### src/cdrlc_pkg.sv
// How it works
// - auto mode keeps data lock while ppm difference is below threshold
// - auto mode falls back to reference lock when ppm difference exceeds threshold
// - threshold code selects 62.5 to 1000 ppm in 62.5 ppm steps
// - force-reference input high makes the recovery unit lock to reference clock
// - force-data input high makes the recovery unit lock to received data
// - both force inputs high: data lock wins
// - both force inputs low: automatic mode from ppm comparison
// - reference-locked output high once locked to reference; meaningless in data lock
// - data-lock-achieved high after auto switch from reference to data lock
// - receiver analog reset exists only with receiver, held two parallel clocks minimum
// - receiver digital reset exists only with receiver, held two clocks minimum
// - transmitter digital reset exists only with transmitter, held two clocks minimum
// - block power-down powers down all channels and both PLLs
// - two transmit PLLs, each with its own power-down
// - each transmit PLL drives its own lock-status output
// - training option makes recovery unit train from the transmit PLL reference clock
// - base rate above effective rate enables the receiver local clock divider
// - PCI Express mode fixes reference clock at 100 MHz
// - single-lane gen1 PCI Express base rate selectable 2500 or 5000 Mbps
// - transmit PLL and recovery unit bandwidth: auto, low, medium, high
// - PLL feedback path only in deterministic-latency mode
package cdrlc_pkg;
   localparam int NUM_PLL = 2;
   localparam int PPM_W = 12;
   localparam int THR_CODE_W = 4;
   // ppm values are in half-ppm units
   localparam logic [PPM_W-1:0] PPM_STEP_HALF = 12'h07D;
   localparam logic [PPM_W-1:0] PPM_THR_MIN = 12'h07D;
   localparam logic [PPM_W-1:0] PPM_THR_MAX = 12'h7D0;
   localparam int RST_NUM = 3;
   localparam logic [1:0] RST_CNT_LOAD = 2'h1;
   localparam int RST_RX_ANA = 0;
   localparam int RST_RX_DIG = 1;
   localparam int RST_TX_DIG = 2;
   localparam int RATE_W = 13;
   localparam logic [RATE_W-1:0] PCIE_RATE_LO = 13'h09C4;
   localparam logic [RATE_W-1:0] PCIE_RATE_HI = 13'h1388;
   localparam int REFCLK_W = 10;
   localparam logic [REFCLK_W-1:0] PCIE_REFCLK_MHZ = 10'h064;

   typedef enum logic [1:0] {BW_AUTO, BW_LOW, BW_MEDIUM, BW_HIGH} cdrlc_bw_t;
   typedef enum logic [1:0] {MODE_BASIC, MODE_DETLAT, MODE_PCIE, MODE_OTHER} cdrlc_mode_t;
   typedef enum logic [1:0] {CDR_OFF, CDR_REF, CDR_DATA} cdrlc_cdr_st_t;

   typedef struct packed {
      logic force_ref;
      logic force_data;
      logic rx_ana_rst;
      logic rx_dig_rst;
      logic tx_dig_rst;
      logic blk_pd;
      logic [NUM_PLL-1:0] pll_pd;
   } cdrlc_ctrl_t;

   typedef struct packed {
      logic lock_to_data;
      logic auto_mode;
      logic ref_locked;
      logic data_locked;
   } cdrlc_lock_t;

   typedef struct packed {
      logic rx_ana;
      logic rx_dig;
      logic tx_dig;
   } cdrlc_rst_t;

   typedef struct packed {
      logic blk_pd;
      logic [NUM_PLL-1:0] pd;
      logic [NUM_PLL-1:0] locked;
   } cdrlc_pll_t;

   typedef struct packed {
      cdrlc_mode_t mode;
      logic pcie_gen1x1;
      logic base_hi;
      logic train_from_pll;
      logic pfd_fb_req;
      cdrlc_bw_t tx_bw;
      cdrlc_bw_t cdr_bw;
      logic [THR_CODE_W-1:0] thr_code;
      logic [REFCLK_W-1:0] refclk_mhz;
      logic [RATE_W-1:0] base_rate;
      logic [RATE_W-1:0] eff_rate;
   } cdrlc_cfg_t;

   typedef struct packed {
      logic cdr_ref_from_pll;
      logic local_div_en;
      logic pfd_fb_en;
      cdrlc_bw_t tx_bw;
      cdrlc_bw_t cdr_bw;
      logic [REFCLK_W-1:0] refclk_mhz;
      logic [RATE_W-1:0] base_rate;
   } cdrlc_cfg_out_t;
endpackage : cdrlc_pkg

### src/cdrlc_sync.sv
`timescale 1ns/1ps
`default_nettype none
module cdrlc_sync #(
   parameter int W = 8
) (
   // clock and reset
   input wire logic i_mclk,
   input wire logic i_rstn,
   // data
   input wire logic [W-1:0] i_d,
   output logic [W-1:0] o_q
);
   typedef struct packed {
      logic [W-1:0] s2;
      logic [W-1:0] s1;
   } cdrlc_sync_state_t;

   cdrlc_sync_state_t st_q;
   cdrlc_sync_state_t st_d;

   // first stage feeds only the second
   always_comb begin
      st_d.s1 = i_d;
      st_d.s2 = st_q.s1;
   end

   always_ff @(posedge i_mclk) begin
      if (!i_rstn) begin
         st_q <= '0;
      end else begin
         st_q <= st_d;
      end
   end

   assign o_q = st_q.s2;
endmodule : cdrlc_sync
`default_nettype wire

### src/cdrlc_top.sv
`timescale 1ns/1ps
`default_nettype none
module cdrlc_top
   import cdrlc_pkg::*;
#(
   parameter bit HAS_RX = 1'b1,
   parameter bit HAS_TX = 1'b1
) (
   // clock and reset
   input wire logic i_mclk,
   input wire logic i_rstn,
   // fabric controls, asynchronous to the parallel clock
   input wire cdrlc_ctrl_t i_ctrl,
   // static configuration
   input wire cdrlc_cfg_t i_cfg,
   // analog status
   input wire logic [PPM_W-1:0] i_ppm_diff,
   input wire logic i_ref_lock_det,
   input wire logic [NUM_PLL-1:0] i_pll_lock_det,
   // lock status and mode
   output cdrlc_lock_t o_lock,
   // resets to the channel
   output cdrlc_rst_t o_rst,
   // PLL and block power state
   output cdrlc_pll_t o_pll,
   // derived configuration
   output cdrlc_cfg_out_t o_cfg
);
   typedef struct packed {
      cdrlc_cdr_st_t cdr;
      cdrlc_lock_t lock;
      cdrlc_rst_t rst;
      logic [RST_NUM-1:0][1:0] rst_cnt;
      cdrlc_pll_t pll;
      cdrlc_cfg_out_t cfg;
   } cdrlc_top_state_t;

   cdrlc_top_state_t q;
   cdrlc_top_state_t d;
   cdrlc_ctrl_t c;
   logic [PPM_W-1:0] thr;
   logic ppm_over;
   logic ppm_under;
   logic auto_sel;
   logic ana_rst_act;
   logic [RST_NUM-1:0] rst_req;
   logic [RST_NUM-1:0] rst_out;

   cdrlc_sync #(
      .W($bits(cdrlc_ctrl_t))
   ) u_sync (
      .i_mclk(i_mclk),
      .i_rstn(i_rstn),
      .i_d(i_ctrl),
      .o_q(c)
   );

   // threshold in half-ppm: (code + 1) * 62.5 ppm
   assign thr = PPM_W'((PPM_W'(i_cfg.thr_code) + PPM_W'(1)) * PPM_STEP_HALF);
   assign ppm_over = i_ppm_diff > thr;
   assign ppm_under = i_ppm_diff < thr;
   assign auto_sel = !c.force_ref && !c.force_data;
   assign ana_rst_act = q.rst.rx_ana;

   always_comb begin
      d = q;
      rst_req = '0;
      rst_out = '0;

      // lock-mode selection; power-down and analog reset park the loop
      if (c.blk_pd) begin
         d.cdr = CDR_OFF;
      end else if (ana_rst_act) begin
         d.cdr = CDR_REF;
      end else if (c.force_data) begin
         d.cdr = CDR_DATA;
      end else if (c.force_ref) begin
         d.cdr = CDR_REF;
      end else begin
         case (q.cdr)
            CDR_OFF: begin
               d.cdr = CDR_REF;
            end
            CDR_REF: begin
               if (i_ref_lock_det && ppm_under) begin
                  d.cdr = CDR_DATA;
               end
            end
            CDR_DATA: begin
               if (ppm_over) begin
                  d.cdr = CDR_REF;
               end else begin
                  d.cdr = CDR_DATA;
               end
            end
            default: begin
               d.cdr = CDR_OFF;
            end
         endcase
      end

      d.lock.lock_to_data = (d.cdr == CDR_DATA);
      d.lock.auto_mode = auto_sel && !c.blk_pd;
      // only valid while the loop stays on the reference
      d.lock.ref_locked = (d.cdr == CDR_REF) && (q.cdr == CDR_REF) && i_ref_lock_det;
      d.lock.data_locked = auto_sel && (d.cdr == CDR_DATA)
                           && (q.lock.data_locked || q.cdr == CDR_REF);

      // resets stretched so each pulse lasts at least two clocks
      rst_req[RST_RX_ANA] = HAS_RX && (c.rx_ana_rst || c.blk_pd);
      rst_req[RST_RX_DIG] = HAS_RX && (c.rx_dig_rst || c.blk_pd);
      rst_req[RST_TX_DIG] = HAS_TX && (c.tx_dig_rst || c.blk_pd);
      for (int i = 0; i < RST_NUM; i++) begin
         if (rst_req[i]) begin
            d.rst_cnt[i] = RST_CNT_LOAD;
         end else if (q.rst_cnt[i] != 2'h0) begin
            d.rst_cnt[i] = q.rst_cnt[i] - 2'h1;
         end else begin
            d.rst_cnt[i] = 2'h0;
         end
         rst_out[i] = rst_req[i] || (q.rst_cnt[i] != 2'h0);
      end
      d.rst.rx_ana = rst_out[RST_RX_ANA];
      d.rst.rx_dig = rst_out[RST_RX_DIG];
      d.rst.tx_dig = rst_out[RST_TX_DIG];

      // per-PLL power-down and lock status
      d.pll.blk_pd = c.blk_pd;
      for (int i = 0; i < NUM_PLL; i++) begin
         d.pll.pd[i] = c.blk_pd || c.pll_pd[i];
         d.pll.locked[i] = i_pll_lock_det[i] && !d.pll.pd[i];
      end

      // derived configuration
      d.cfg.cdr_ref_from_pll = i_cfg.train_from_pll;
      d.cfg.tx_bw = i_cfg.tx_bw;
      d.cfg.cdr_bw = i_cfg.cdr_bw;
      d.cfg.pfd_fb_en = i_cfg.pfd_fb_req && (i_cfg.mode == MODE_DETLAT);
      if (i_cfg.mode == MODE_PCIE) begin
         d.cfg.refclk_mhz = PCIE_REFCLK_MHZ;
      end else begin
         d.cfg.refclk_mhz = i_cfg.refclk_mhz;
      end
      if (i_cfg.mode == MODE_PCIE && i_cfg.pcie_gen1x1) begin
         d.cfg.base_rate = i_cfg.base_hi ? PCIE_RATE_HI : PCIE_RATE_LO;
      end else begin
         d.cfg.base_rate = i_cfg.base_rate;
      end
      d.cfg.local_div_en = d.cfg.base_rate > i_cfg.eff_rate;
   end

   always_ff @(posedge i_mclk) begin
      if (!i_rstn) begin
         q <= '0;
      end else begin
         q <= d;
      end
   end

   assign o_lock = q.lock;
   assign o_rst = q.rst;
   assign o_pll = q.pll;
   assign o_cfg = q.cfg;
endmodule : cdrlc_top
`default_nettype wire

### config.mk
export PLATFORM = sky130hd
export DESIGN_NAME = cdrlc_top
export DESIGN_NICKNAME = d
export VERILOG_FILES = /design/src/cdrlc_pkg.sv /design/src/cdrlc_sync.sv /design/src/cdrlc_top.sv
export SDC_FILE = /design/constraint.sdc
export NUM_CORES = 1
export LEC_CHECK = 0
export ABC_AREA = 0
export ABC_CLOCK_PERIOD_IN_PS = 5340
export BUFFER_PORTS_ARGS = -buffer_cell sky130_fd_sc_hd__clkbuf_2
export CAP_MARGIN = 20
export CORE_MARGIN = 2
export CORE_UTILIZATION = 40
export DETAILED_ROUTE_END_ITERATION = 7
export PLACE_DENSITY = 0.73
export SLEW_MARGIN = 20
export SYNTH_ARGS = -nofsm -noshare
export SYNTH_HDL_FRONTEND = slang
export SYNTH_HIERARCHICAL = 1
export SYNTH_SLANG_ARGS = --single-unit
### constraint.sdc
create_clock -name i_mclk -period 5.34 [get_ports i_mclk]
set_input_delay 0.267 -clock i_mclk [delete_from_list [all_inputs] [get_ports i_mclk]]
set_output_delay 0.267 -clock i_mclk [all_outputs]
set_load 0.005 [all_outputs]
==> results.sh, run 1 <==
export IMPL_final_cycle_share_pct=92.5
export IMPL_outcome="complete, no violations"
export IMPL_final_net_count=630
export IMPL_clock_latency_ns=0.33
export IMPL_ys_seq_elements=66
export IMPL_power_static_leakage_uw=0.00229
export IMPL_post_synthesis_mux_area_share_pct=0
export IMPL_critical_path_cell_chain="clkbuf_2 > ha_1 > xor2_1 > inv_1 > fa_1 > fa_1 > fa_1 > inv_1 > ha_1 > o21ai_0 > nor2_1 > o21ai_0 > a21oi_1 > xnor2_1 > ha_1 > and4_1 > nand2_1 > a21oi_1 > a211o_1 > a21oi_1 > o2111a_1"
export IMPL_yosysSeqAreaShare_pct=34.1
export IMPL_worst_ir_drop_vdd_mv=0.370
export IMPL_cts_tree="yes"
export IMPL_gr_util_all_layers_pct=15.8
export IMPL_timing_max_transition_violations_final=0
export IMPL_post_synth_cell_area_avg_um2=9.32
export IMPL_num_fill_cells=892
export IMPL_layout_core_utilization_pct=48.2
export IMPL_worstPathRequired_ns=5.62
export IMPL_gp_congestion=0.906
export IMPL_detail_route_drc_violations=0
export IMPL_synthDominantCellAreaShare_pct=34.1
export IMPL_crit_cells=21
export IMPL_path_class="in -> reg"
export IMPL_die_h_um=102
export IMPL_clock_sink_count=66
export IMPL_route_vias_total=2901
export IMPL_grt_first_pass_wirelength_mm=13.0
export IMPL_min_path_cells=2
export IMPL_power_density_nw_per_um2=334
export IMPL_drv_max_cap_violation_count=0
export IMPL_crit_path_end_kind="flop"
export IMPL_synth_compound_area_share_pct=10.6
export IMPL_totalWireLength_mm=7.58
export IMPL_crit_path_top_delay_cell="sky130_fd_sc_hd__fa_1"
export IMPL_cts_hold_fix_buffers=0
export IMPL_drt_antenna_violating_nets=0
export IMPL_reg2reg_setup_slack_ns=3.67
export IMPL_post_drt_via_cell_ratio=4.62
export IMPL_floorplan_rows=35
export IMPL_critical_path_n_buffers_inverters=3
export IMPL_synth_cells=416
export IMPL_synth_top_family_by_area="adder cells"
export IMPL_yosysTopAreaCell="sky130_fd_sc_hd__dfxtp_1"
export IMPL_cts_resized=0
export IMPL_synth_edff_count=0
export IMPL_synthDistinctLibCells=48
export IMPL_postSynthNetCount=552
export IMPL_floorplan_die_width_um=102
export IMPL_finalSetupViolations=0
export IMPL_drt_first_iter_violations=73
export IMPL_design_die_area_um2=10500
export IMPL_hpwlAfterDp_mm=6.18
export IMPL_r2r_end="o_lock[3]"
export IMPL_synth_adder_area_share_pct=21.6
export IMPL_number_of_levels_in_the_clock_h_tree=3
export IMPL_timing_hold_worst_class="in -> reg"
export IMPL_clock_root_buffer="sky130_fd_sc_hd__clkbuf_8"
export IMPL_drt_pass1_iterations=4
export IMPL_grt_antenna_before_repair=0
export IMPL_synth_xor_xnor_area_share_pct=2.48
export IMPL_worstPathMaxFanout=8
export IMPL_rr_startpoint="u_sync/o_q[2]"
export IMPL_area_growth_synth_to_final_pct=16.1
export IMPL_synth_simple_area_share_pct=17.2
export IMPL_worst_r2r_path_depth=5
export IMPL_postCtsSetupRepairBufs=0
export IMPL_worst_slew_pin_transition_ns=0.552
export IMPL_netlist_top_cells_area="sky130_fd_sc_hd__dfxtp_1 (34%), sky130_fd_sc_hd__ha_1 (16%), sky130_fd_sc_hd__buf_4 (8.3%)"
export IMPL_worst_path_largest_cell_delay_ns=0.56
export IMPL_path_delay_family="adder cells"
export IMPL_synth_top_cells_by_count="sky130_fd_sc_hd__dfxtp_1 (66), sky130_fd_sc_hd__ha_1 (51), sky130_fd_sc_hd__inv_1 (49)"
export IMPL_placement_setup_worst_slack_ns=0.0820
export IMPL_floorplan_core_area_um2=9330
export IMPL_route_detailed_wl_per_inst_um=12.1
export IMPL_numCtsBuffers=9
export IMPL_postSynth_asyncResetShare_pct=0
export IMPL_number_of_global_route_vias_before_repair=3000
export IMPL_max_clock_freq_mhz=202
export IMPL_worst_endpoint_arrival_ns=5.21
export IMPL_synth_cell_area_um2=3880
export IMPL_critPathLaunchType="input pin"
export IMPL_gr_total_overflow=0
export IMPL_post_route_setup_tns_ns=0
export IMPL_finalHoldViolCount=0
export IMPL_synth_main_ff_cell="sky130_fd_sc_hd__dfxtp_1"
export IMPL_critical_path_startpoint="i_cfg[36]"
export IMPL_cts_clk_slew_worst_paths_ns=0.08
export IMPL_yosys_cell_count_top_type="sky130_fd_sc_hd__dfxtp_1"
export IMPL_port_buffer_cells=116
export IMPL_yosysWarnings=6
export IMPL_clock_path_buffers=2
export IMPL_clock_skew_final_ns=0.00889
export IMPL_initial_utilization_pct=41.6
export IMPL_minimum_setup_slack_in_the_final_design_ns=0.401
export IMPL_grt_setup_unrepaired="false"
export IMPL_io_pins=117
export IMPL_finalCriticalPeriod_ns=4.94
export IMPL_max_slew_margin_pct=63.1
export IMPL_grt_start_max_net_pins=53
export IMPL_worstSetupEndpoint="o_lock[0]"
export IMPL_num_antenna_cells=0
export IMPL_final_layout_size_suffix_gt1_share_pct=30.7
[area by class of cell]
cell class / instances / area, µm² / area share, %
Multi-Input combinational cell: 250 / 2010 / 44.7
Sequential cell: 66 / 1320 / 29.4
Timing Repair Buffer: 117 / 588 / 13.1
Inverter: 50 / 188 / 4.17
Tap cell: 129 / 161 / 3.59
Clock buffer: 9 / 124 / 2.75
Clock inverter: 7 / 108 / 2.39
[where the power goes]
part	switching, µW	leakage [µW]	internal, µW
Clock	208	0.000114	273
Combinational	256	0.00163	221
Sequential	17.9	0.000546	528
Total	482	0.00229	1020
[per-layer routing]
| metal | share of wire [%] | global-route usage (%) | up-vias |
|---|---|---|---|
| met5 | 0 | 0 | - |
| met4 | 1.9 | 7.49 | 0 |
| met3 | 7.8 | 5.13 | 12 |
| met2 | 48 | 27.0 | 104 |
| met1 | 42 | 17.7 | 1303 |
| li1 | - | - | 1482 |
[flip-flops by register name (all words and copies together) (netlist names)]
signal / cells
o_lock: 4
u_sync/o_q: 8
o_cfg: 30
o_rst: 2
q: 8
u_sync/st_d: 8
ana_rst_act: 1
o_pll: 5
[through the flow]
step / total power, µW / std cells / hold slack (ns) / instance area (µm²)
2_1_floorplan: 924 / 416 / 0.385 / 3880
3_3_place_gp: 1010 / 612 / 0.404 / 4270
3_5_place_dp: 1040 / 612 / 0.414 / 4270
4_1_cts: 1530 / 628 / 0.102 / 4500
5_1_grt: 1630 / 628 / 0.107 / 4500
6_report: 1500 / 628 / 0.123 / 4500
[cells by family (layout without fill, tap and decap cells)]
kind of cell               Yosys count  after routing
DFF                                 66             66
buffers and inverters              100            183
adders and majority gates           61             61
AOI/OAI and AO/OA                   61             61
and+or+nand+nor                    117            117
xor gates and xnor gates            11             11
[how the worst min path moves through the flow]
stage	startpoint	to	slack, ns
after floorplan	i_pll_lock_det[0]	o_pll[0]	0.39
after global placement	u_sync/o_q[0]	o_pll[0]	0.40
after detailed placement	u_sync/o_q[0]	o_pll[0]	0.41
after CTS	i_cfg[27]	o_cfg[14]	0.10
after global routing	i_cfg[43]	o_cfg[26]	0.11
final	i_cfg[30]	o_cfg[17]	0.12
[worst register-to-register path, stage by stage, from the launching register on]
cell	delay, ns
sky130_fd_sc_hd__dfxtp_1	0.44
sky130_fd_sc_hd__nand2b_1	0.41
sky130_fd_sc_hd__nor2_4	0.19
sky130_fd_sc_hd__o21ai_2	0.09
sky130_fd_sc_hd__nand2b_1	0.17
sky130_fd_sc_hd__a221oi_1	0.28
[layout by cell type (no fill, tap or decap), drive strengths merged, types with 2 or more instances in the layout]
cell type,Yosys,final
bufinv,0,2
o211ai,2,2
o21ai,16,16
nand4,2,2
and2,42,42
o31a,3,3
o21a,5,5
nand3,4,4
xor2,5,5
nor2,13,13
fa,10,10
nand2,25,25
a21oi,19,19
and4,3,3
nand2b,5,5
o41ai,2,2
a221oi,2,2
ha,51,51
nor4,4,4
inv,50,54
dfxtp,66,66
and3,5,5
clkbuf,5,125
a21boi,4,4
nor3,6,6
xnor2,6,6
nor2b,6,6
(Power assumes the default switching activity.)
==> run 2: changes to the inputs <==
Settings changed: CORE_ASPECT_RATIO from default to 1.2, GPL_ROUTABILITY_DRIVEN from default to 0, RECOVER_POWER from default to 100.
==> results.sh, run 2 (same netlist as run 1, synthesis figures left out) <==
export IMPL_grt_first_pass_wirelength_mm=12.7
export IMPL_drt_first_iter_violations=115
export IMPL_worst_path_largest_cell_delay_ns=0.55
export IMPL_hold_ws_ns=0.144
export IMPL_multi_input_area_um2=2010
export IMPL_worstPathMaxFanout=5
export IMPL_cts_hold_fix_buffers=0
export IMPL_dp_cells=606
export IMPL_numCtsBuffers=9
export IMPL_route_vias_total=2905
export IMPL_critPathLaunchType="input pin"
export IMPL_most_frequent_cells_in_the_layout="sky130_fd_sc_hd__clkbuf_2 (92), sky130_fd_sc_hd__dfxtp_1 (66), sky130_fd_sc_hd__ha_1 (51), sky130_fd_sc_hd__inv_1 (49), sky130_fd_sc_hd__nand2_1 (25)"
export IMPL_grt_start_max_net_pins=53
export IMPL_max_clock_freq_mhz=203
export IMPL_route_detailed_wl_per_inst_um=12.2
export IMPL_num_antenna_cells=0
export IMPL_postCtsSetupRepairBufs=0
export IMPL_floorplan_die_width_um=93.9
export IMPL_layout_core_utilization_pct=47.9
export IMPL_gr_util_all_layers_pct=15.1
export IMPL_drt_pass1_iterations=4
export IMPL_path_delay_family="adder cells"
export IMPL_initial_utilization_pct=41.0
export IMPL_crit_path_top_delay_cell="sky130_fd_sc_hd__fa_1"
export IMPL_finalSetupViolations=0
export IMPL_number_of_global_route_vias_before_repair=2969
export IMPL_port_buffer_cells=116
export IMPL_power_density_nw_per_um2=353
export IMPL_min_path_cells=2
export IMPL_finalInstanceArea_um2=4530
export IMPL_placed_area_um2=4260
export IMPL_final_layout_size_suffix_gt1_share_pct=25.9
export IMPL_drv_max_cap_violation_count=1
export IMPL_max_slew_margin_pct=-14.8
export IMPL_clock_skew_final_ns=0.00434
export IMPL_final_cycle_share_pct=92.5
export IMPL_totalWireLength_mm=7.56
export IMPL_timing_hold_worst_start="i_cfg[30]"
export IMPL_post_route_setup_tns_ns=0
export IMPL_clock_path_buffers=2
export IMPL_cts_clk_slew_worst_paths_ns=0.05
export IMPL_rr_startpoint="u_sync/o_q[2]"
export IMPL_post_drt_via_cell_ratio=4.67
export IMPL_timing_max_transition_violations_final=53
export IMPL_cts_resized=0
export IMPL_gr_total_overflow=0
export IMPL_grt_antenna_before_repair=0
export IMPL_reg2reg_setup_slack_ns=3.67
export IMPL_worst_slew_pin_transition_ns=1.72
export IMPL_largest_register_ffs=30
export IMPL_final_net_count=630
export IMPL_io_pins=117
export IMPL_power_static_leakage_uw=0.00224
export IMPL_area_growth_synth_to_final_pct=16.8
export IMPL_post_layout_nonfiller_instances=622
export IMPL_r2r_end="q[49]"
export IMPL_drt_antenna_violating_nets=0
export IMPL_cts_tree="yes"
export IMPL_timing_hold_worst_class="in -> reg"
export IMPL_detail_route_drc_violations=0
export IMPL_clock_root_buffer="sky130_fd_sc_hd__clkbuf_16"
export IMPL_clock_latency_ns=0.32
export IMPL_finalHoldViolCount=0
export IMPL_worst_endpoint_arrival_ns=5.14
export IMPL_num_fill_cells=936
export IMPL_critical_path_cell_chain="clkbuf_1 > ha_1 > xor2_1 > inv_1 > fa_1 > fa_1 > fa_1 > inv_1 > ha_1 > o21ai_0 > a21oi_1 > nor3_1 > o21bai_1 > xnor2_1 > ha_1 > and4_1 > nand2_1 > a21oi_1 > a211o_1 > nor2_1 > a21oi_1"
export IMPL_crit_path_end_kind="flop"
export IMPL_failed_checks="capacitance limit, slew limit"
export IMPL_worst_r2r_path_depth=5
export IMPL_path_class="in -> reg"
export IMPL_outcome="complete, but fails checks"
export IMPL_ff_latch_area_um2=1320
export IMPL_number_of_levels_in_the_clock_h_tree=3
export IMPL_hpwlAfterDp_mm=6.15
export IMPL_grt_setup_unrepaired="false"
export IMPL_design_die_area_um2=10500
export IMPL_clock_sink_count=66
export IMPL_layout_commonest_cell="sky130_fd_sc_hd__clkbuf_2"
export IMPL_critical_path_n_buffers_inverters=3
export IMPL_finalCriticalPeriod_ns=4.94
export IMPL_die_h_um=112
export IMPL_worst_ir_drop_vdd_mv=0.272
export IMPL_floorplan_core_area_um2=9470
export IMPL_worstPathRequired_ns=5.54
export IMPL_floorplan_rows=39
export IMPL_end_point_of_the_worst_hold_path="o_cfg[17]"
-- run 2: cell count changes in the layout (fill, tap and decap cells not counted) --
cell                         before  now
sky130_fd_sc_hd__o21ai_1          2    1
sky130_fd_sc_hd__clkbuf_16        0    9
sky130_fd_sc_hd__clkbuf_8         9    3
sky130_fd_sc_hd__and2_0           0    8
sky130_fd_sc_hd__and2_1          30   22
sky130_fd_sc_hd__clkinvlp_4       1    2
sky130_fd_sc_hd__inv_8            2    0
sky130_fd_sc_hd__clkbuf_1         0   24
sky130_fd_sc_hd__o21ai_0         13   14
sky130_fd_sc_hd__clkbuf_2       116   92
sky130_fd_sc_hd__bufinv_16        2    0
-- run 2: worst register-to-register path, delay by kind of cell, from the launching register on --
family / cells / cell delay (ns)
simple gates: 3 / 0.79
flops: 1 / 0.42
compound gates: 2 / 0.37
-- run 2: worst max path at each step --
stage / from / endpoint / slack [ns] / cells after the start
after floorplan: i_cfg[36] / q[48] / 0.74 / 20
after global placement: i_cfg[36] / o_lock[1] / 0.37 / 21
after detailed placement: i_cfg[36] / q[48] / 0.19 / 21
after CTS: i_cfg[36] / q[48] / 0.51 / 21
after global routing: i_cfg[36] / q[48] / 0.10 / 21
final: i_cfg[36] / q[48] / 0.40 / 21
-- run 2: area by class of cell --
type,instances,share of cell area (%)
multi-input cells,250,44.4
flip-flops and latches,66,29.2
repair buffers,117,12.3
clock buffers,12,5.88
inverters,50,4.14
well taps,123,3.40
clock inverters,4,0.718
-- run 2: per-layer routing --
layer	up-vias	wire (µm)	global-route usage, %
met5	-	0	0
met3	8	560	5.14
li1	1483	-	-
met1	1301	3140	17.5
met4	0	49	5.31
met2	113	3810	25.7
-- run 2: per-stage QoR --
stage | total power (µW) | worst slack [ns]
6_report | 1600 | 0.402
5_1_grt | 1710 | 0.103
4_1_cts | 1620 | 0.508
3_5_place_dp | 1040 | 0.195
3_3_place_gp | 1010 | 0.366
2_1_floorplan | 924 | 0.744
-- run 2: power by group --
part | switching [µW] | leakage, µW | total [µW] | internal [µW]
Clock | 210 | 0.000142 | 565 | 355
Combinational | 265 | 0.00155 | 485 | 220
Sequential | 17.3 | 0.000546 | 546 | 529
Total | 493 | 0.00224 | 1600 | 1100
